### config.mk
export PLATFORM = sky130hd
export DESIGN_NAME = dtm_ctrl
export DESIGN_NICKNAME = d
export VERILOG_FILES = /design/src/rtl/dtm_pkg.sv /design/src/rtl/dtm_smb_slave.sv /design/src/rtl/dtm_ctrl.sv
export SDC_FILE = /design/constraint.sdc
export NUM_CORES = 1
export LEC_CHECK = 0
export ABC_AREA = 1
export ABC_CLOCK_PERIOD_IN_PS = 2300
export BUFFER_PORTS_ARGS = -buffer_cell sky130_fd_sc_hd__buf_2
export CAP_MARGIN = 10
export CORE_MARGIN = 2
export CORE_UTILIZATION = 35
export DETAILED_ROUTE_END_ITERATION = 10
export GPL_ROUTABILITY_DRIVEN = 0
export GPL_TIMING_DRIVEN = 0
export PLACE_DENSITY = 0.48
export SETUP_SLACK_MARGIN = 0.2
export SYNTH_ARGS = -nofsm -noshare
export SYNTH_HDL_FRONTEND = slang
export SYNTH_HIERARCHICAL = 1
export SYNTH_SLANG_ARGS = --single-unit
### constraint.sdc
create_clock -name CLK_SYS -period 2.3 [get_ports CLK_SYS]
set_input_delay 0.46 -clock CLK_SYS [delete_from_list [all_inputs] [get_ports CLK_SYS]]
set_output_delay 0.46 -clock CLK_SYS [all_outputs]
set_load 0.05 [all_outputs]
### src/rtl/dtm_pkg.sv
package dtm_pkg;
    // Timebase and conversion timing
    localparam int unsigned CLK_KHZ = 200000;
    localparam int unsigned T_FAST_MS = 125;
    localparam int unsigned T_BASIC_MS = 150;
    localparam int unsigned T_EXT_MS = 750;
    localparam int unsigned FAST_CYC = T_FAST_MS * CLK_KHZ;
    localparam int unsigned BASIC_CYC = T_BASIC_MS * CLK_KHZ;
    localparam int unsigned EXT_CYC = T_EXT_MS * CLK_KHZ;

    // Rate codes: 0 is 1/16 Hz, each step doubles, 7 is 8 Hz
    localparam logic [2:0] RATE_FASTEST = 3'h7;
    localparam logic [2:0] RATE_EXT_LIMIT = 3'h4;
    localparam logic [2:0] RATE_RST = 3'h2;

    // Slave address base; the nine addresses start at it
    localparam logic [6:0] ADDR_BASE = 7'h18;
    localparam logic [1:0] PIN_LOW = 2'h0;
    localparam logic [1:0] PIN_HIGH = 2'h1;

    // Register indices, byte address is four times the index
    localparam logic [3:0] IDX_CTRL = 4'h0;
    localparam logic [3:0] IDX_RATE = 4'h1;
    localparam logic [3:0] IDX_ONESHOT = 4'h2;
    localparam logic [3:0] IDX_LOCAL = 4'h3;
    localparam logic [3:0] IDX_REM_INT = 4'h4;
    localparam logic [3:0] IDX_REM_FRAC = 4'h5;
    localparam logic [3:0] IDX_HI_LIM = 4'h6;
    localparam logic [3:0] IDX_LO_LIM = 4'h7;
    localparam logic [3:0] IDX_STATUS = 4'h8;
    localparam logic [3:0] IDX_IRQ_STAT = 4'h9;
    localparam logic [3:0] IDX_IRQ_CLR = 4'ha;
    localparam logic [3:0] IDX_IRQ_EN = 4'hb;

    // Field positions and reset values
    localparam int CTRL_STANDBY_PIN_N = 0;
    localparam int IRQ_DONE = 0;
    localparam int IRQ_HI = 1;
    localparam int IRQ_LO = 2;
    localparam logic [7:0] HI_RST = 8'h7f;
    localparam logic [7:0] LO_RST = 8'h80;

    typedef struct packed {
        logic [7:0] loc;
        logic [7:0] rem_int;
        logic [2:0] rem_frac;
    } dtm_temp_type;

    typedef struct packed {
        logic [3:0] ptr;
        logic [7:0] data;
    } dtm_wreq_type;

    typedef enum logic [1:0] {ST_IDLE = 2'b01, ST_CONV = 2'b10} dtm_state_type;
endpackage

### src/rtl/dtm_smb_slave.sv
`timescale 1ns/1ps
module dtm_smb_slave (
    // Clock and reset
    input wire logic clk,
    input wire logic rst_n,
    // Serial pins, raw from the pads
    input wire logic scl_pin,
    input wire logic sda_pin,
    output logic sda_oe,
    // Register side
    input wire logic [6:0] dev_addr,
    input wire logic [7:0] rdata,
    output logic [3:0] ptr,
    output logic wr,
    output dtm_pkg::dtm_wreq_type wreq
);
    logic [1:0] scl_s_q, sda_s_q;
    logic scl_p_q, sda_p_q, act_q, rd_q, oe_q, wr_q;
    logic [3:0] cnt_q, ptr_q;
    logic [1:0] byte_q;
    logic [7:0] sh_q, tx_q, wd_q;
    logic start_w, stop_w, rise_w, fall_w;

    // Two-stage synchronisers; stage two and its one-cycle delayed copy feed the edge logic
    always_ff @(posedge clk or negedge rst_n) begin
        if (!rst_n) begin
            scl_s_q <= 2'h3;
            sda_s_q <= 2'h3;
            scl_p_q <= 1'b1;
            sda_p_q <= 1'b1;
        end else begin
            scl_s_q <= {scl_s_q[0], scl_pin};
            sda_s_q <= {sda_s_q[0], sda_pin};
            scl_p_q <= scl_s_q[1];
            sda_p_q <= sda_s_q[1];
        end
    end

    // Start and stop are data edges while the clock is high
    assign start_w = scl_s_q[1] & scl_p_q & sda_p_q & ~sda_s_q[1];
    assign stop_w = scl_s_q[1] & scl_p_q & ~sda_p_q & sda_s_q[1];
    assign rise_w = scl_s_q[1] & ~scl_p_q;
    assign fall_w = ~scl_s_q[1] & scl_p_q;

    // Byte engine; data only changes while the clock is low
    always_ff @(posedge clk or negedge rst_n) begin
        if (!rst_n) begin
            act_q <= 1'b0;
            rd_q <= 1'b0;
            oe_q <= 1'b0;
            wr_q <= 1'b0;
            cnt_q <= 4'h0;
            byte_q <= 2'h0;
            ptr_q <= 4'h0;
            sh_q <= 8'h00;
            tx_q <= 8'h00;
            wd_q <= 8'h00;
        end else begin
            wr_q <= 1'b0;
            if (start_w || stop_w) begin
                act_q <= start_w;
                rd_q <= 1'b0;
                oe_q <= 1'b0; // Pin released, never driven high
                cnt_q <= start_w ? 4'hf : 4'h0; // One below zero: the fall after a start is no bit
                byte_q <= 2'h0;
            end else if (act_q && rise_w) begin
                if (cnt_q < 4'h8 && !rd_q) begin
                    sh_q <= {sh_q[6:0], sda_s_q[1]};
                end else if (cnt_q == 4'h8 && rd_q && sda_s_q[1]) begin
                    act_q <= 1'b0; // Master nack ends the read
                end
            end else if (act_q && fall_w) begin
                if (cnt_q == 4'h7) begin
                    cnt_q <= 4'h8;
                    oe_q <= ~rd_q;
                    if (byte_q == 2'h0) begin
                        if (sh_q[7:1] == dev_addr) begin
                            rd_q <= sh_q[0];
                        end else begin
                            act_q <= 1'b0;
                            oe_q <= 1'b0;
                        end
                    end else if (!rd_q && byte_q == 2'h1) begin
                        ptr_q <= sh_q[3:0];
                    end else if (!rd_q) begin
                        wr_q <= 1'b1;
                        wd_q <= sh_q;
                    end
                end else if (cnt_q == 4'h8) begin
                    cnt_q <= 4'h0;
                    byte_q <= (byte_q == 2'h2) ? byte_q : byte_q + 2'h1;
                    oe_q <= rd_q & ~rdata[7];
                    tx_q <= {rdata[6:0], 1'b0};
                end else begin
                    cnt_q <= cnt_q + 4'h1;
                    oe_q <= rd_q & ~tx_q[7];
                    tx_q <= {tx_q[6:0], 1'b0};
                end
            end
        end
    end

    assign sda_oe = oe_q;
    assign ptr = ptr_q;
    assign wr = wr_q;
    assign wreq = '{ptr: ptr_q, data: wd_q};
endmodule // dtm_smb_slave

### src/rtl/dtm_ctrl.sv
`timescale 1ns/1ps
// What this block does
// - Running conversions refresh both result registers
// - Conversions start periodically at programmed rate
// - One-shot request starts a conversion once none is in flight
// - Local result always in whole degrees
// - Remote: eighth degrees extended, whole degrees basic
// - Slow rates pick extended, fast rates basic
// - Over and under temperature both raise alarm
// - Host-programmed limits compared against measured temperatures
// - Two three-state pins select one of nine
// - Standby by host write or by pin
// - Pin high runs, pin low stands by
// - Alert output is open-drain only
// - Data line open-drain, clock line input only
// - Address pins sampled at reset and at conversion starts below the fastest rate
// - Low supply keeps results; reset gives zero
// - Conversion takes 150 ms basic, 750 ms extended
module dtm_ctrl #(
    parameter int unsigned FAST_CYC = dtm_pkg::FAST_CYC,
    parameter int unsigned BASIC_CYC = dtm_pkg::BASIC_CYC,
    parameter int unsigned EXT_CYC = dtm_pkg::EXT_CYC
) (
    // Clock and reset
    input wire logic CLK_SYS,
    input wire logic RST_N,
    // APB slave
    input wire logic PSEL,
    input wire logic PENABLE,
    input wire logic PWRITE,
    input wire logic [5:0] PADDR,
    input wire logic [31:0] PWDATA,
    output logic [31:0] PRDATA,
    output logic PREADY,
    output logic PSLVERR,
    // Serial bus pins
    input wire logic SCL_PIN,
    input wire logic SDA_I,
    output logic SDA_O,
    output logic SDA_OE,
    // Alert and interrupt
    output logic ALERT_O,
    output logic ALERT_OE,
    output logic IRQ,
    // Strap and standby pins, pad codes 0 low, 1 high, 2 open
    input wire logic STANDBY_PIN_N,
    input wire logic [1:0] ADDR_SEL_PIN_A,
    input wire logic [1:0] ADDR_SEL_PIN_B,
    // Analog front end
    input wire logic ADC_OK,
    input wire logic [7:0] LOCAL_TEMP,
    input wire logic [10:0] REMOTE_TEMP,
    output logic CONV_BUSY,
    output logic EXT_MODE
);
    localparam int SW = 25;
    logic [SW-1:0] s1_q, s2_q;
    logic standby_pin_n_pin_s, adc_ok_s;
    logic [1:0] pin_a_s, pin_b_s;
    logic [7:0] loc_s;
    logic [10:0] rem_s;
    dtm_pkg::dtm_state_type st_q;
    dtm_pkg::dtm_temp_type temp_q;
    dtm_pkg::dtm_wreq_type smb_req, pend_q;
    logic pend_q_v, smb_wr, pready_q, pslverr_q, irq_q, alert_q, od_low_q;
    logic [31:0] prdata_q, per_cnt_q, conv_cnt_q, per_load, conv_age_q;
    logic [7:0] ctrl_q, hi_q, lo_q, rd_val, smb_rdata;
    logic [2:0] rate_q, irq_stat_q, irq_en_q, ev_w, addr_init_q;
    logic [6:0] dev_addr_q;
    logic [3:0] smb_ptr, wr_idx, apb_idx;
    logic [7:0] wr_data;
    logic due_q, oneshot_q, ext_q, al_hi_q, al_lo_q, standby_pin_n, start_w, done_w;
    logic hi_w, lo_w, acc, apb_wr, wr_en, mapped, upd_w;

    // All pad and front-end inputs cross through two flops; the front
    // end holds its result words steady while a conversion is busy
    always_ff @(posedge CLK_SYS or negedge RST_N) begin
        if (!RST_N) begin
            s1_q <= {1'b1, {(SW - 1){1'b0}}}; // Standby pin at its run level, no false standby
            s2_q <= {1'b1, {(SW - 1){1'b0}}};
        end else begin
            s1_q <= {STANDBY_PIN_N, ADDR_SEL_PIN_A, ADDR_SEL_PIN_B, ADC_OK, LOCAL_TEMP, REMOTE_TEMP};
            s2_q <= s1_q;
        end
    end
    assign {standby_pin_n_pin_s, pin_a_s, pin_b_s, adc_ok_s, loc_s, rem_s} = s2_q;

    // Three-state pad code to digit: low 0, open 1, high 2
    function automatic logic [3:0] tri_val(input logic [1:0] p);
        if (p == dtm_pkg::PIN_LOW) begin
            tri_val = 4'h0;
        end else if (p == dtm_pkg::PIN_HIGH) begin
            tri_val = 4'h2;
        end else begin
            tri_val = 4'h1;
        end
    endfunction

    // Register read mux shared by APB and the serial bus
    function automatic logic [7:0] rd_mux(input logic [3:0] i);
        if (i == dtm_pkg::IDX_CTRL) begin
            rd_mux = ctrl_q;
        end else if (i == dtm_pkg::IDX_RATE) begin
            rd_mux = {5'h00, rate_q};
        end else if (i == dtm_pkg::IDX_LOCAL) begin
            rd_mux = temp_q.loc;
        end else if (i == dtm_pkg::IDX_REM_INT) begin
            rd_mux = temp_q.rem_int;
        end else if (i == dtm_pkg::IDX_REM_FRAC) begin
            rd_mux = {temp_q.rem_frac, 5'h00};
        end else if (i == dtm_pkg::IDX_HI_LIM) begin
            rd_mux = hi_q;
        end else if (i == dtm_pkg::IDX_LO_LIM) begin
            rd_mux = lo_q;
        end else if (i == dtm_pkg::IDX_STATUS) begin
            rd_mux = {3'h0, al_lo_q, al_hi_q, ext_q, standby_pin_n, st_q == dtm_pkg::ST_CONV};
        end else if (i == dtm_pkg::IDX_IRQ_STAT) begin
            rd_mux = {5'h00, irq_stat_q};
        end else if (i == dtm_pkg::IDX_IRQ_EN) begin
            rd_mux = {5'h00, irq_en_q};
        end else begin
            rd_mux = 8'h00;
        end
    endfunction
    dtm_smb_slave u_smb (
        .clk(CLK_SYS),
        .rst_n(RST_N),
        .scl_pin(SCL_PIN),
        .sda_pin(SDA_I),
        .sda_oe(SDA_OE),
        .dev_addr(dev_addr_q),
        .rdata(smb_rdata),
        .ptr(smb_ptr),
        .wr(smb_wr),
        .wreq(smb_req)
    );
    // Read mux in a process: it follows register changes, not only a new index
    always_comb begin
        smb_rdata = rd_mux(smb_ptr);
        rd_val = rd_mux(apb_idx);
    end

    // APB decode; one wait state, pready registered
    assign apb_idx = PADDR[5:2];
    assign acc = PSEL & PENABLE;
    assign mapped = apb_idx <= dtm_pkg::IDX_IRQ_EN;
    assign apb_wr = acc & pready_q & PWRITE & mapped;
    always_ff @(posedge CLK_SYS or negedge RST_N) begin
        if (!RST_N) begin
            pready_q <= 1'b0;
            pslverr_q <= 1'b0;
            prdata_q <= 32'h0;
        end else begin
            pready_q <= acc & ~pready_q;
            pslverr_q <= acc & ~pready_q & ~mapped;
            prdata_q <= (acc && !pready_q && !PWRITE) ? {24'h0, rd_val} : 32'h0;
        end
    end

    // Serial writes wait one slot when APB writes in the same cycle
    always_ff @(posedge CLK_SYS or negedge RST_N) begin
        if (!RST_N) begin
            pend_q_v <= 1'b0;
            pend_q <= '0;
        end else if (smb_wr) begin
            pend_q_v <= 1'b1;
            pend_q <= smb_req;
        end else if (!apb_wr) begin
            pend_q_v <= 1'b0;
        end
    end
    assign wr_en = apb_wr | pend_q_v;
    assign wr_idx = apb_wr ? apb_idx : pend_q.ptr;
    assign wr_data = apb_wr ? PWDATA[7:0] : pend_q.data;

    // Host-written settings: standby, rate, limits, interrupt enables
    always_ff @(posedge CLK_SYS or negedge RST_N) begin
        if (!RST_N) begin
            ctrl_q <= 8'h00;
            rate_q <= dtm_pkg::RATE_RST;
            hi_q <= dtm_pkg::HI_RST;
            lo_q <= dtm_pkg::LO_RST;
            irq_en_q <= 3'h0;
        end else if (wr_en) begin
            if (wr_idx == dtm_pkg::IDX_CTRL) begin
                ctrl_q <= wr_data;
            end else if (wr_idx == dtm_pkg::IDX_RATE) begin
                rate_q <= wr_data[2:0];
            end else if (wr_idx == dtm_pkg::IDX_HI_LIM) begin
                hi_q <= wr_data;
            end else if (wr_idx == dtm_pkg::IDX_LO_LIM) begin
                lo_q <= wr_data;
            end else if (wr_idx == dtm_pkg::IDX_IRQ_EN) begin
                irq_en_q <= wr_data[2:0];
            end
        end
    end

    // Either source puts the part in standby; bus logic keeps running
    assign standby_pin_n = ctrl_q[dtm_pkg::CTRL_STANDBY_PIN_N] | ~standby_pin_n_pin_s;
    // Period timer reloads from the rate code; shorter codes mean longer periods
    assign per_load = 32'(FAST_CYC) << (dtm_pkg::RATE_FASTEST - rate_q);
    always_ff @(posedge CLK_SYS or negedge RST_N) begin
        if (!RST_N) begin
            per_cnt_q <= 32'h0;
            due_q <= 1'b0;
        end else if (standby_pin_n) begin
            per_cnt_q <= per_load;
            due_q <= 1'b0;
        end else begin
            per_cnt_q <= (per_cnt_q == 32'h0) ? per_load - 32'h1 : per_cnt_q - 32'h1;
            if (per_cnt_q == 32'h0) begin
                due_q <= 1'b1;
            end else if (start_w) begin
                due_q <= 1'b0;
            end
        end
    end

    // One-shot waits only for a conversion already in flight
    always_ff @(posedge CLK_SYS or negedge RST_N) begin
        if (!RST_N) begin
            oneshot_q <= 1'b0;
        end else if (wr_en && wr_idx == dtm_pkg::IDX_ONESHOT) begin
            oneshot_q <= 1'b1;
        end else if (start_w) begin
            oneshot_q <= 1'b0;
        end
    end

    assign start_w = (st_q == dtm_pkg::ST_IDLE) & ((due_q & ~standby_pin_n) | oneshot_q);
    assign done_w = (st_q == dtm_pkg::ST_CONV) & (conv_cnt_q == 32'h0);

    // Conversion sequencer; busy time depends on the mode
    always_ff @(posedge CLK_SYS or negedge RST_N) begin
        if (!RST_N) begin
            st_q <= dtm_pkg::ST_IDLE;
            conv_cnt_q <= 32'h0;
            ext_q <= 1'b0;
        end else begin
            case (st_q)
                dtm_pkg::ST_IDLE: begin
                    if (start_w) begin
                        st_q <= dtm_pkg::ST_CONV;
                        ext_q <= rate_q < dtm_pkg::RATE_EXT_LIMIT;
                        conv_cnt_q <= (rate_q < dtm_pkg::RATE_EXT_LIMIT) ?
                            32'(EXT_CYC - 1) : 32'(BASIC_CYC - 1);
                    end
                end
                dtm_pkg::ST_CONV: begin
                    if (done_w) begin
                        st_q <= dtm_pkg::ST_IDLE;
                    end else begin
                        conv_cnt_q <= conv_cnt_q - 32'h1;
                    end
                end
                default: st_q <= dtm_pkg::ST_IDLE;
            endcase
        end
    end

    // Strap pins caught after reset release and at slower conversion starts
    always_ff @(posedge CLK_SYS or negedge RST_N) begin
        if (!RST_N) begin
            addr_init_q <= 3'h0;
            dev_addr_q <= dtm_pkg::ADDR_BASE;
        end else if (!(&addr_init_q) || (start_w && rate_q != dtm_pkg::RATE_FASTEST)) begin
            addr_init_q <= {addr_init_q[1:0], 1'b1}; // Three edges: pins clear the synchroniser first
            dev_addr_q <= dtm_pkg::ADDR_BASE +
                {3'h0, (tri_val(pin_a_s) << 1) + tri_val(pin_a_s) + tri_val(pin_b_s)};
        end
    end

    // Signed compare of both channels against the limits
    assign hi_w = ($signed(loc_s) > $signed(hi_q)) | ($signed(rem_s[10:3]) > $signed(hi_q));
    assign lo_w = ($signed(loc_s) < $signed(lo_q)) | ($signed(rem_s[10:3]) < $signed(lo_q));
    assign upd_w = done_w & adc_ok_s;

    // Results refresh only with a healthy supply, else old values stay
    always_ff @(posedge CLK_SYS or negedge RST_N) begin
        if (!RST_N) begin
            temp_q <= '0;
            al_hi_q <= 1'b0;
            al_lo_q <= 1'b0;
        end else if (upd_w) begin
            temp_q.loc <= loc_s;
            temp_q.rem_int <= rem_s[10:3];
            temp_q.rem_frac <= ext_q ? rem_s[2:0] : 3'h0;
            al_hi_q <= hi_w;
            al_lo_q <= lo_w;
        end
    end

    // Sticky events; a new event beats a clear in the same cycle
    assign ev_w = {upd_w & lo_w, upd_w & hi_w, done_w};
    always_ff @(posedge CLK_SYS or negedge RST_N) begin
        if (!RST_N) begin
            irq_stat_q <= 3'h0;
        end else if (wr_en && wr_idx == dtm_pkg::IDX_IRQ_CLR) begin
            irq_stat_q <= (irq_stat_q & ~wr_data[2:0]) | ev_w;
        end else begin
            irq_stat_q <= irq_stat_q | ev_w;
        end
    end

    // Output flops; the alert pin only ever pulls low
    always_ff @(posedge CLK_SYS or negedge RST_N) begin
        if (!RST_N) begin
            irq_q <= 1'b0;
            alert_q <= 1'b0;
            od_low_q <= 1'b0;
        end else begin
            irq_q <= |(irq_stat_q & irq_en_q);
            alert_q <= al_hi_q | al_lo_q;
            od_low_q <= 1'b0;
        end
    end

    assign PRDATA = prdata_q;
    assign PREADY = pready_q;
    assign PSLVERR = pslverr_q;
    assign SDA_O = od_low_q;
    assign ALERT_O = od_low_q;
    assign ALERT_OE = alert_q;
    assign IRQ = irq_q;
    assign CONV_BUSY = st_q == dtm_pkg::ST_CONV;
    assign EXT_MODE = ext_q;

    // Helper: age of the running conversion
    always_ff @(posedge CLK_SYS or negedge RST_N) begin
        if (!RST_N) begin
            conv_age_q <= 32'h0;
        end else begin
            conv_age_q <= (st_q == dtm_pkg::ST_CONV) ? conv_age_q + 32'h1 : 32'h0;
        end
    end
endmodule // dtm_ctrl

Yosys cells after proc, flatten, opt, wreduce, memory -nomap -nowiden
Index checks and enable logic that the tools add are counted.
{ "word_totals": {"reg_bits": 252, "inputBits": 70, "output_inout_bits": 41} }
{ "op_classes": {"n_addsub": 9, "order_cmp": 7, "n_eq_ne": 44, "shifts": 1, "muxes": 87, "bitwise_logic": 52, "n_reduce_logical": 54} }
{ "ops": {"columns": ["cell", "n"], "rows": [
  ["8-bit 2-to-1 mux", 17],
  ["32-bit 2-to-1 mux", 4],
  ["32-bit by 1-bit subtractor with 32-bit output (second input constant)", 3],
  ["32-bit logical NOT", 2],
  ["32-bit one-hot mux with 2 select lines", 1],
  ["4-bit by 3-bit equality test with 1-bit output (second input constant)", 11],
  ["4-bit equality test (second input constant)", 9],
  ["4-bit 2-to-1 mux", 9],
  ["1-bit 2-to-1 mux", 34],
  ["25-bit by 3-bit << shifter with 32-bit output (first input constant)", 1],
  ["28-bit 2-to-1 mux", 1],
  ["2-bit 2-to-1 mux", 12],
  ["1-bit bitwise AND", 21],
  ["1-bit inverter", 20],
  ["3-bit 2-to-1 mux", 6],
  ["6-bit AND reduction", 3],
  ["8-bit greater-than comparator", 2],
  ["8-bit < comparator", 2],
  ["5-bit AND reduction", 3],
  ["2-bit nonzero test", 7],
  ["4-bit by 1-bit equality test with 1-bit output (second input constant)", 3],
  ["4-bit by 2-bit equality test with 1-bit output (second input constant)", 3],
  ["4-bit logical NOT", 3],
  ["3-bit AND reduction", 4],
  ["31 further kinds", 73]
]} }

Longest topological paths before layout
Gate-level depths: netlist (run 1).
{ "logic_depth": {"word_depth": 18, "mapped_depth": 19, "depth_no_buf": 19} }

By module
The synthesis (run 1) kept the hierarchy.
{ "modules_own_cells": {"columns": ["module", "instances", "cells_each", "area_per_inst_um2", "seq_area_each_um2"], "rows": [
  ["dtm_ctrl", 1, 1473, 11543.6, 5171.2],
  ["dtm_smb_slave", 1, 235, 2090.8, 1083.5]
]} }

Worst setup path before layout (run 1)
OpenSTA, ideal clock, no wires.
{ "synth_path": {"kind": "flip-flop to flip-flop", "startpoint": "reg st_q[0]", "endpoint": "reg conv_cnt_q[12]", "arrival_ps": 2248, "setup_slack_ps": -84, "path_stages_with_launch": 5, "period_less_slack_ps": 2384, "cell_sequence": "dfstp_2 nor2_1 clkinv_1 o311ai_0 o21ai_1"} }
{ "synth_between": {"elab_chain_cells": 4, "word_cells_on_any_way": 9, "cone_classes": "4 x eq/ne; 1 x mux; 2 x bitwise; 2 x reduce/logical"} }
{ "synth_lines": {"columns": ["item", "line", "source"], "rows": [
  ["start: declaration", "dtm_ctrl.sv:62", "dtm_pkg::dtm_state_type st_q;"],
  ["start signal: assignment", "dtm_ctrl.sv:237", "st_q <= dtm_pkg::ST_IDLE;"],
  ["start signal: assignment", "dtm_ctrl.sv:244", "st_q <= dtm_pkg::ST_CONV;"],
  ["start signal: assignment", "dtm_ctrl.sv:252", "st_q <= dtm_pkg::ST_IDLE;"],
  ["2-bit equality test *", null, null],
  ["named net CONV_BUSY", "dtm_ctrl.sv:53", "output logic CONV_BUSY,"],
  ["1-bit bitwise AND", "dtm_ctrl.sv:232", "assign done_w = (st_q == dtm_pkg::ST_CONV) & (conv_cnt_q == 32'h0);"],
  ["2-bit != test (no source line)", null, null],
  ["3-bit AND reduction (no source line)", null, null],
  ["end signal: assignment", "dtm_ctrl.sv:246", "conv_cnt_q <= (rate_q < dtm_pkg::RATE_EXT_LIMIT) ?"],
  ["end signal: assignment", "dtm_ctrl.sv:254", "conv_cnt_q <= conv_cnt_q - 32'h1;"],
  ["end: declaration", "dtm_ctrl.sv:66", "logic [31:0] prdata_q, per_cnt_q, conv_cnt_q, per_load, conv_age_q;"]
]} }
Mark *: on every way through the listed nets, which the timed path passes. The rest lies on a longest branch.
A chain may end at the register's enable or synchronous reset.

Worst setup path in the final report (run 1)
{ "layout_path": {"startpoint": "reg per_cnt_q[16]", "endpoint": "reg per_cnt_q[28]"} }
{ "layout_between": {"elab_chain_cells": 3, "word_cells_on_any_way": 4, "cone_classes": "1 x add/sub; 2 x mux; 1 x reduce/logical"} }
{ "layout_lines": {"columns": ["item", "line", "source"], "rows": [
  ["start: declaration", "dtm_ctrl.sv:66", null],
  ["start signal: assignment", "dtm_ctrl.sv:208", "per_cnt_q <= per_load;"],
  ["start signal: assignment", "dtm_ctrl.sv:211", "per_cnt_q <= (per_cnt_q == 32'h0) ? per_load - 32'h1 : per_cnt_q - 32'h1;"],
  ["32-bit by 1-bit subtractor with 32-bit output or 32-bit logical NOT (tied branches)", "dtm_ctrl.sv:211", null],
  ["32-bit 2-to-1 mux *", "dtm_ctrl.sv:211", null],
  ["32-bit 2-to-1 mux *", "dtm_ctrl.sv:207", "end else if (standby_pin_n) begin"]
]} }
Every way passes the cells marked *; elsewhere a longest branch is shown, timed or not.

==> results of run 1 <==
[worst max-delay path, delay by kind of cell (launching register included)]
kind	cells	cell delay [ps]
buf+inv	1	160
flops	1	390
simple gates	15	1620
[report_power, final]
part	switching, W	total (W)	leakage [nW]	internal, W
Sequential	0.000187	0.00484	3.09	0.00465
Combinational	0.00122	0.00187	5.07	0.000658
Clock	0.00192	0.00477	0.487	0.00285
Total	0.00332	0.0115	8.65	0.00816
[per-layer routing]
| metal | routed length [um] | vias to the layer above |
|---|---|---|
| met5 | 0 | - |
| met4 | 1120 | 0 |
| met3 | 1870 | 66 |
| met2 | 18400 | 270 |
| met1 | 18400 | 5687 |
| li1 | - | 5933 |
[flip-flops by register name (all words and copies together), names as in the netlist, 12 cells and up]
name        flops
conv_cnt_q     32
pend_q         12
per_cnt_q      32
s1_q           25
s2_q           25
temp_q         19
[metrics by stage]
stage / setup slack, ps / hold slack, ps / total power [W] / instances
final: 80.9 / 187 / 0.0115 / 2476
after global routing: -63.0 / 179 / 0.0121 / 2476
after detailed placement: -611 / 335 / 0.00649 / 2312
after floorplan: 323 / 164 / 0.00602 / 1734
after global placement: -4450 / 332 / 0.00646 / 2310
after CTS: 96.7 / 143 / 0.0114 / 2424
[kinds of logic after synthesis]
kind of cell | synth area share
adders and majority gates | 0.0387
muxes | 0.000734
AOI/OAI and AO/OA | 0.135
and+or+nand+nor | 0.256
buffers and inverters | 0.0989
DFF | 0.459
xor gates and xnor gates | 0.0116
other | 0.000551
[layout make-up]
cell class / instances / area, um2
clock buffer: 50 / 926
buffer: 62 / 510
tap: 518 / 648
sequential: 249 / 6260
inverter: 240 / 948
timing repair buffer: 168 / 1360
clock inverter: 6 / 88.8
multi-input combinational: 1183 / 6980
fill: 3921 / 20800
[worst min-delay path by stage]
stage,slack (ps),depth (start not counted),end,from
after floorplan,160,0,ALERT_OE$_DFF_PN0_,RST_N
after global placement,330,0,s2_q[0]$_DFF_PN0_,s1_q[0]$_DFF_PN0_
after detailed placement,330,0,s2_q[22]$_DFF_PN0_,s1_q[22]$_DFF_PN0_
after CTS,140,3,PREADY$_DFF_PN0_,PENABLE
after global routing,180,3,PREADY$_DFF_PN0_,PENABLE
final,190,3,PREADY$_DFF_PN0_,PENABLE
[what timing repair did]
action | in CTS | in global routing
gates cloned | 1 | 4
buffers inserted | 27 | 48
hold buffers | 28 | 0
resized for setup | 72 | 276
endpoints found under the hold margin | 79 | 0
pin swaps | 15 | 92
setup endpoints to repair | 109 | 115
[cell usage in the layout (no fill, tap or decap), drive strengths merged, types with 6 or more instances in the layout]
| cell type | synthesis | final |
|---|---|---|
| conb | 2 | 28 |
| nand4 | 29 | 29 |
| a31oi | 7 | 7 |
| o21a | 7 | 7 |
| clkbuf | 12 | 63 |
| clkinv | 4 | 7 |
| xor2 | 12 | 12 |
| buf | 50 | 189 |
| nor3 | 15 | 15 |
| dfrtp | 230 | 230 |
| nand2 | 477 | 477 |
| inv | 236 | 236 |
| xnor2 | 6 | 6 |
| ha | 39 | 39 |
| o21ai | 186 | 186 |
| nor2 | 177 | 177 |
| o22ai | 15 | 15 |
| dfstp | 19 | 19 |
| o211ai | 8 | 8 |
| nand3 | 69 | 69 |
| a21oi | 63 | 63 |
| dlygate4sd3 | 0 | 28 |
==> reports/qor.yml, run 1 <==
root_buffer: "clkbuf_16"
number_of_max_cap_violations: 0
final_nets: 2045
number_of_buffers_between_clock_root_and_the_deepest_sink: 3
global_route.usage.met2: 0.309
syn-mean-instance-area_um2: 7.98
final_layout_size_suffix_gt1_frac: 0.288
floorplan.initialDensity: 0.354
cp_cell_sequence: "nor2_2 -> nand2_1 -> nor2_2 -> nand2_2 -> nor2_8 -> buf_12 -> nand2_2 -> nand2_4 -> nand2_2 -> nor2_2 -> nand2_1 -> nor2_4 -> nand4_1 -> nand2_1 -> nand2_1 -> nand2_1"
routed-via-count: 12000
port_buffers: 58
cts_made_buffers: 30
period_minus_slack_ps: 2220
asyncSetResetFlopFracSynth: 1.00
r2r.worst_path.cells: 16
synth_area_um2: 13600
worst_setup_path_end_kind: "register"
worstPathMaxFanout: 6
number_of_synthesized_flops_with_an_enable_pin: 0
grt_util_met1: 0.267
vdd_ir_drop_max_uv: 569
critical_path_arrival_ps: 2730
unrepaired_setup_endpoints_after_global_routing: "true"
grt_antenna_before_repair: 0
synth_largest_area_cell: "dfrtp_1"
yosys-top-cells-area: "dfrtp_1, nand2_1, inv_1"
setup_violations: 0
worstSetupPathType: "register to register"
grt_first_pass_wirelength_um: 62000
timing.rr.start: "per_cnt_q[16]$_DFF_PN0_"
first_global_vias: 11400
critical_path.slowest_cell: "dfrtp_1"
worstSetupStartpoint: "per_cnt_q[16]$_DFF_PN0_"
required_ps: 2810
post-synth-top-count-cell: "nand2_1"
seq_area_frac_synth: 0.459
final_core_area_utilization: 0.460
route.detailed.wl_per_inst_um: 16.1
synth_top_flop_cell: "dfrtp_1"
clkTransAtPathRegs_ps: 60
worstSetupEndpoint: "per_cnt_q[28]$_DFF_PN0_"
path_common_cell: "nand2_1"
detail_route.vias_per_cell: 4.83
dpl_cell_area_um2: 14700
gr_layer_usage_met3: 0.0300
yosys.cell_types.count: 62
power.leakage_nw: 8.65
detail_route.wirelength_um: 39900
clock_insertion_delay_worst_skew_ps: 590
status: "finished clean"
timing.slew.headroom: 0.519
grt-busiest-layer: "met2"
worst_setup_path_start_kind: "register"
finalMaxSlewViolations: 0
count_of_standard_cell_rows: 72
die_y_um: 201
finalHoldViolCount: 0
core_region_area_um2: 38600
post-synth-top-area-fraction: 0.422
finish.instance_area_um2: 17700
cts_tree: "yes"
yosys_warnings: 6
hpwl_um: 28400
power_density_nw_per_um2: 648
cts.sink_count: 249
detail-route-antenna-nets: 0
timing.setup.tns_ps: 0
worst-slew-pin-transition_ps: 721
detailedRoute.firstPassIterationCount: 7
diodes: 0
dr.first_iter.drc_count: 633
layout_area_growth_over_synthesis_pct: 30.0
fin_worst_skew_ps: 27.1
design.die.area_um2: 40500
grt_remaining_overflow: 0
grt.total_usage: 0.192
final.period_utilization: 0.965
syn_inst: 1708
rr_endpoint: "per_cnt_q[28]$_DFF_PN0_"
worst_reg_to_reg_setup_slack_ps: 80
grt_max_degree: 118
postSynthRegisterBits: 249
timing.hold.worst.class: "input port to register"
max_clk_rate_ghz: 0.451
cts-htree-levels: 1
io_pins: 111
synth.top_cells.by_count: "nand2_1, dfrtp_1, inv_1, o21ai_0, nor2_1"
number_of_remaining_drc_errors: 0
die_w_um: 201
slowest_delay_ps: 390
(Power assumes the default switching activity.)
==> run 2, diff against run 1 <==
- CORE_UTILIZATION: 35 -> 31
- PLACE_DENSITY: 0.48 -> 0.44
==> run 2 against run 1 <==
  * Sequential share of layout area shrank 1.0 points
  * Sequential power is essentially flat
  * Cell count grew 3.6%
  * First-iteration DRC count grew 5.1%
  * Clock skew shrank 10 ps
  * Critical endpoint is now per_cnt_q[30]$_DFF_PN0_
==> reports/qor.yml, run 2 (synthesis results as in run 1) <==
critical_path.slowest_cell: "dfrtp_1"
dr.first_iter.drc_count: 665
io_pins: 111
die_y_um: 214
grt_remaining_overflow: 0
critical_path_arrival_ps: 2610
cts.sink_count: 249
root_buffer: "clkbuf_16"
clkTransAtPathRegs_ps: 60
final_core_area_utilization: 0.422
path_common_cell: "nand2_1"
worst_reg_to_reg_setup_slack_ps: 150
dp_worst_setup_slack_ps: -676
final_nets: 2068
timing.hold.worst_path_depth: 3
number_of_remaining_drc_errors: 0
detail_route.vias_per_cell: 4.64
layout_area_growth_over_synthesis_pct: 33.9
reg_top3: "conv_cnt_q x32, per_cnt_q x32"
first_global_vias: 11300
hpwl_um: 28400
worstSetupPathType: "register to register"
core_region_area_um2: 43300
power.leakage_nw: 8.86
route.detailed.wl_per_inst_um: 15.5
worstHoldEndpoint: "PREADY$_DFF_PN0_"
cp_cell_sequence: "buf_8 -> nor2_4 -> inv_2 -> nor2_4 -> nor2_1 -> nand2_2 -> nand2_4 -> inv_4 -> nand2_2 -> nor2_4 -> nand2_1 -> nor2_2 -> nand2_1 -> nand2_1 -> nand2_1 -> nand2_1 -> nand2_1"
timing.hold.worst.class: "input port to register"
vdd_ir_drop_max_uv: 527
fin_worst_skew_ps: 16.9
final_layout_size_suffix_gt1_frac: 0.300
max_clk_rate_ghz: 0.465
cts_made_buffers: 31
design.die.area_um2: 45700
clock_insertion_delay_worst_skew_ps: 590
number_of_max_cap_violations: 0
required_ps: 2760
layout_setup_ws_ps: 150
timing.slew.headroom: 0.515
count_of_standard_cell_rows: 76
status: "finished clean"
routed-via-count: 11900
detailedRoute.firstPassIterationCount: 7
final.period_utilization: 0.935
rr_endpoint: "per_cnt_q[30]$_DFF_PN0_"
finalMaxSlewViolations: 0
cts-htree-levels: 1
diodes: 0
worstPathMaxFanout: 7
worst_setup_path_end_kind: "register"
finish.instance_area_um2: 18300
hold-worst-slack_ps: 156
grt_antenna_before_repair: 4
number_of_buffers_between_clock_root_and_the_deepest_sink: 3
floorplan.initialDensity: 0.315
cts_tree: "yes"
worst-slew-pin-transition_ps: 722
unrepaired_setup_endpoints_after_global_routing: "true"
detail_route.wirelength_um: 39900
timing.rr.start: "rate_q[2]$_DFFE_PN0P_"
fillers: 4344
grt_first_pass_wirelength_um: 63000
grt_max_degree: 101
power_density_nw_per_um2: 656
total_power_w: 0.0120
final_common_cell: "nand2_1"
worst_setup_path_start_kind: "register"
min-delay-start: "PENABLE"
setup_violations: 0
port_buffers: 58
detail-route-antenna-nets: 0
mostFrequentLayoutCells: "nand2_1, dfrtp_1, inv_1, o21ai_0, buf_4"
slowest_delay_ps: 430
die_w_um: 214
finalHoldViolCount: 0
period_minus_slack_ps: 2150
grt.total_usage: 0.177
dpl_cell_area_um2: 14800
r2r.worst_path.cells: 17
-- run 2: cell count changes in the layout (fill, tap and decap cells not counted), moves of 4 or more --
cell	delta
buf_4	+14
inv_2	-10
nand2_4	+9
nand2_1	-7
clkbuf_8	-6
inv_4	+6
nand2_2	-6
buf_6	+5
clkinv_2	+5
nor2_4	+5
bufinv_16	+4
nand2_8	+4
o21ai_2	-4
-- run 2: cell type report --
| cell class | count | area, um2 | share of cell area |
|---|---|---|---|
| clock buffer | 43 | 861 | 0.0472 |
| multi-input combinational | 1183 | 7130 | 0.391 |
| inverter | 240 | 965 | 0.0528 |
| tap | 585 | 732 | 0.0401 |
| clock inverter | 14 | 214 | 0.0117 |
| buffer | 62 | 531 | 0.0291 |
| timing repair buffer | 190 | 1560 | 0.0852 |
| sequential | 249 | 6270 | 0.343 |
-- run 2: how the worst max path moves through the flow --
stage                                         start                    endpoint  slack, ps  depth (start not counted)
final                         rate_q[2]$_DFFE_PN0P_     per_cnt_q[30]$_DFF_PN0_        150                         17
after global routing        per_cnt_q[28]$_DFF_PN0_     per_cnt_q[30]$_DFF_PN0_        -30                         17
after CTS                   per_cnt_q[26]$_DFF_PN0_     per_cnt_q[30]$_DFF_PN0_         50                         17
after detailed placement         s2_q[24]$_DFF_PN1_   dev_addr_q[4]$_DFFE_PN1P_       -680                          8
after global placement                        RST_N            PREADY$_DFF_PN0_      -4580                          1
after floorplan           conv_cnt_q[0]$_DFFE_PN0P_  conv_cnt_q[12]$_DFFE_PN0P_        320                         13
-- run 2: worst max-delay path, delay by kind of cell, from the launching register on --
kind	cells	cell delay (ps)
buffers and inverters	3	310
DFF	1	430
and+or+nand+nor	14	1270
-- run 2: what timing repair did --
action                                  4_1_cts  5_1_grt
setup buffers                                39       60
endpoints found under the setup margin      105      116
hold endpoints to repair                     80        0
hold buffers                                 28        0
pin swaps                                    49      104
cloned                                        1        2
gates resized for setup                     148      233
-- run 2: metrics by stage --
| stage | setup TNS, ps | std cells |
|---|---|---|
| after global placement | -1000230 | 2377 |
| after CTS | 0 | 2504 |
| after floorplan | 0 | 1734 |
| final | 0 | 2566 |
| after detailed placement | -21230 | 2379 |
| after global routing | -78.6 | 2566 |
-- run 2: report_power, final --
part / internal (W) / switching [W] / total, W
combinational: 0.000720 / 0.00127 / 0.00199
clock: 0.00317 / 0.00198 / 0.00514
sequential: 0.00465 / 0.000183 / 0.00484
total: 0.00854 / 0.00343 / 0.0120
-- run 2: metal layers --
layer  track usage  vias up  part of all wire
met3        0.0340       67             0.047
met2         0.283      242              0.46
met1         0.246     5636              0.46
li1              -     5961                 -
met4        0.0450        8             0.024
met5             0        -           0.00095
==> run 3, diff against run 2 <==
- CELL_PAD_IN_SITES_DETAIL_PLACEMENT: unset -> 0
- CELL_PAD_IN_SITES_GLOBAL_PLACEMENT: unset -> 2
- PLACE_DENSITY: 0.44 -> 0.67
==> run 3 against run 2 <==
  * Design area is 1.3% higher
  * Largest cell class unchanged
  * Sequential power about the same
  * Count of clock-buffer cells in the layout grew 6
  * Flip-flop and latch count stayed put
  * Via count barely moved
  * Clock power decreased by 0.8%
  * Sequential share of layout area shrank 0.45 points
  * Combinational power is 6% higher
  * Critical endpoint unchanged
  * Routed wire length is 7.1% higher
  * Fmax is 2.4% lower
  * Critical path depth is 1 lower
  * Utilization grew 0.54 points
==> reports/qor.yml, run 3 (synthesis results as in run 1) <==
worstSetupEndpoint: "per_cnt_q[30]$_DFF_PN0_"
port_buffers: 58
final_cell_count_no_fill: 2582
power_density_nw_per_um2: 651
worstSetupStartpoint: "rate_q[1]$_DFFE_PN1P_"
finalHoldViolCount: 0
max_clk_rate_ghz: 0.454
layout_area_growth_over_synthesis_pct: 35.6
detail_route.wirelength_um: 42700
unrepaired_setup_endpoints_after_global_routing: "true"
cts.sink_count: 249
final_common_cell: "nand2_1"
number_of_buffers_between_clock_root_and_the_deepest_sink: 3
power.leakage_nw: 8.93
critical_path_arrival_ps: 2680
grt_util_met1: 0.276
fin_worst_skew_ps: 10.9
cts_tree: "yes"
r2r.worst_path.cells: 16
routed-via-count: 11900
floorplan.initialDensity: 0.315
cts_made_buffers: 31
first_global_vias: 11800
worst_reg_to_reg_setup_slack_ps: 100
die_y_um: 214
final_layout_size_suffix_gt1_frac: 0.316
core_region_area_um2: 43300
vdd_ir_drop_max_uv: 585
total_power_w: 0.0120
detail-route-antenna-nets: 0
global_route.usage.met2: 0.306
number_of_remaining_drc_errors: 0
place.detailed.instances: 2379
worst_setup_path_end_kind: "register"
grt-busiest-layer: "met2"
grt_antenna_before_repair: 2
worstPathMaxFanout: 7
grt.total_usage: 0.192
final.period_utilization: 0.957
period_minus_slack_ps: 2200
grt_remaining_overflow: 0
status: "finished clean"
mostFrequentLayoutCells: "nand2_1, dfrtp_1, inv_1, o21ai_0, buf_4"
timing.hold.worst.class: "input port to register"
root_buffer: "clkbuf_16"
die_w_um: 214
detailedRoute.firstPassIterationCount: 5
final_nets: 2081
timing.slew.headroom: 0.426
grt_first_pass_wirelength_um: 67300
count_of_standard_cell_rows: 76
route.detailed.wl_per_inst_um: 16.6
required_ps: 2780
clock_insertion_delay_worst_skew_ps: 590
setup_violations: 0
worst_setup_path_start_kind: "register"
number_of_max_cap_violations: 0
cts-htree-levels: 1
worst-slew-pin-transition_ps: 854
design.die.area_um2: 45700
dr.first_iter.drc_count: 534
timing.rr.start: "rate_q[1]$_DFFE_PN1P_"
gr_layer_usage_met3: 0.0290
io_pins: 111
detail_route.vias_per_cell: 4.61
layout_setup_ws_ps: 98.6
rr_endpoint: "per_cnt_q[30]$_DFF_PN0_"
worstSetupPathType: "register to register"
grt_max_degree: 94
clkTransAtPathRegs_ps: 60
finalMaxSlewViolations: 0
dp_worst_setup_slack_ps: -656
reg_top3: "conv_cnt_q x32, per_cnt_q x32"
hpwl_um: 30700
## run 3: area by class of cell
type | instances | area (um2)
fillers | 4418 | 24800
multi-input cells | 1183 | 7250
inverters | 240 | 947
flip-flops and latches | 249 | 6260
diodes | 2 | 5.00
clock buffers | 49 | 923
well taps | 585 | 732
repair buffers | 203 | 1690
clock inverters | 9 | 144
plain buffers | 62 | 538
## run 3: critical path, stage by stage (launching register included)
cell     delay (ps)
dfstp_2         570
buf_4           190
nand2_1         100
nand2_2         120
inv_1            50
nand2_1         100
nand2_4          80
inv_1            90
nand2_1          80
nor2_4          160
nand2_1          80
nor2_2          170
nand2_1          70
nand2_1          60
nand2_1          40
nand2_1          50
nand2_1          50
## run 3: report_power, final
part / leakage (nW) / total (W) / switching, W / internal (W)
clock: 0.516 / 0.00510 / 0.00201 / 0.00309
sequential: 3.09 / 0.00483 / 0.000178 / 0.00465
combinational: 5.33 / 0.00210 / 0.00134 / 0.000758
total: 8.93 / 0.0120 / 0.00354 / 0.00850
## run 3: worst min-delay path by stage
stage                     slack, ps          startpoint                  end  cells after the start
after detailed placement        330  s1_q[18]$_DFF_PN0_   s2_q[18]$_DFF_PN0_                      0
after global placement          330  s1_q[20]$_DFF_PN0_   s2_q[20]$_DFF_PN0_                      0
final                           170              PWRITE  PRDATA[6]$_DFF_PN0_                      4
after global routing            160              PWRITE  PRDATA[6]$_DFF_PN0_                      4
after floorplan                 160               RST_N   ALERT_OE$_DFF_PN0_                      0
after CTS                       120              PWRITE  PRDATA[6]$_DFF_PN0_                      4
## run 3: repair_timing
item | 4_1_cts | 5_1_grt
pin swaps | 50 | 88
setup endpoints to repair | 121 | 109
gates resized for setup | 154 | 262
hold buffers | 28 | 0
cloned | 3 | 1
endpoints found under the hold margin | 84 | 0
buffers inserted | 54 | 57
## run 3: layer usage
layer	share of wire	vias to the layer above	routed length (um)
met5	0	-	0
met2	0.45	159	19200
li1	-	6001	-
met3	0.036	45	1520
met1	0.50	5702	21200
met4	0.018	0	774
## run 3: stage by stage
step                cell area [um2]  setup TNS [ps]  hold WS (ps)   util
detailed placement            14800          -28020           335  0.343
global placement              14800        -1014600           333  0.341
global route                  18500            -314           158  0.427
floorplan                     13700               0           164      -
CTS                           17200               0           125  0.397
finish                        18500               0           168  0.427
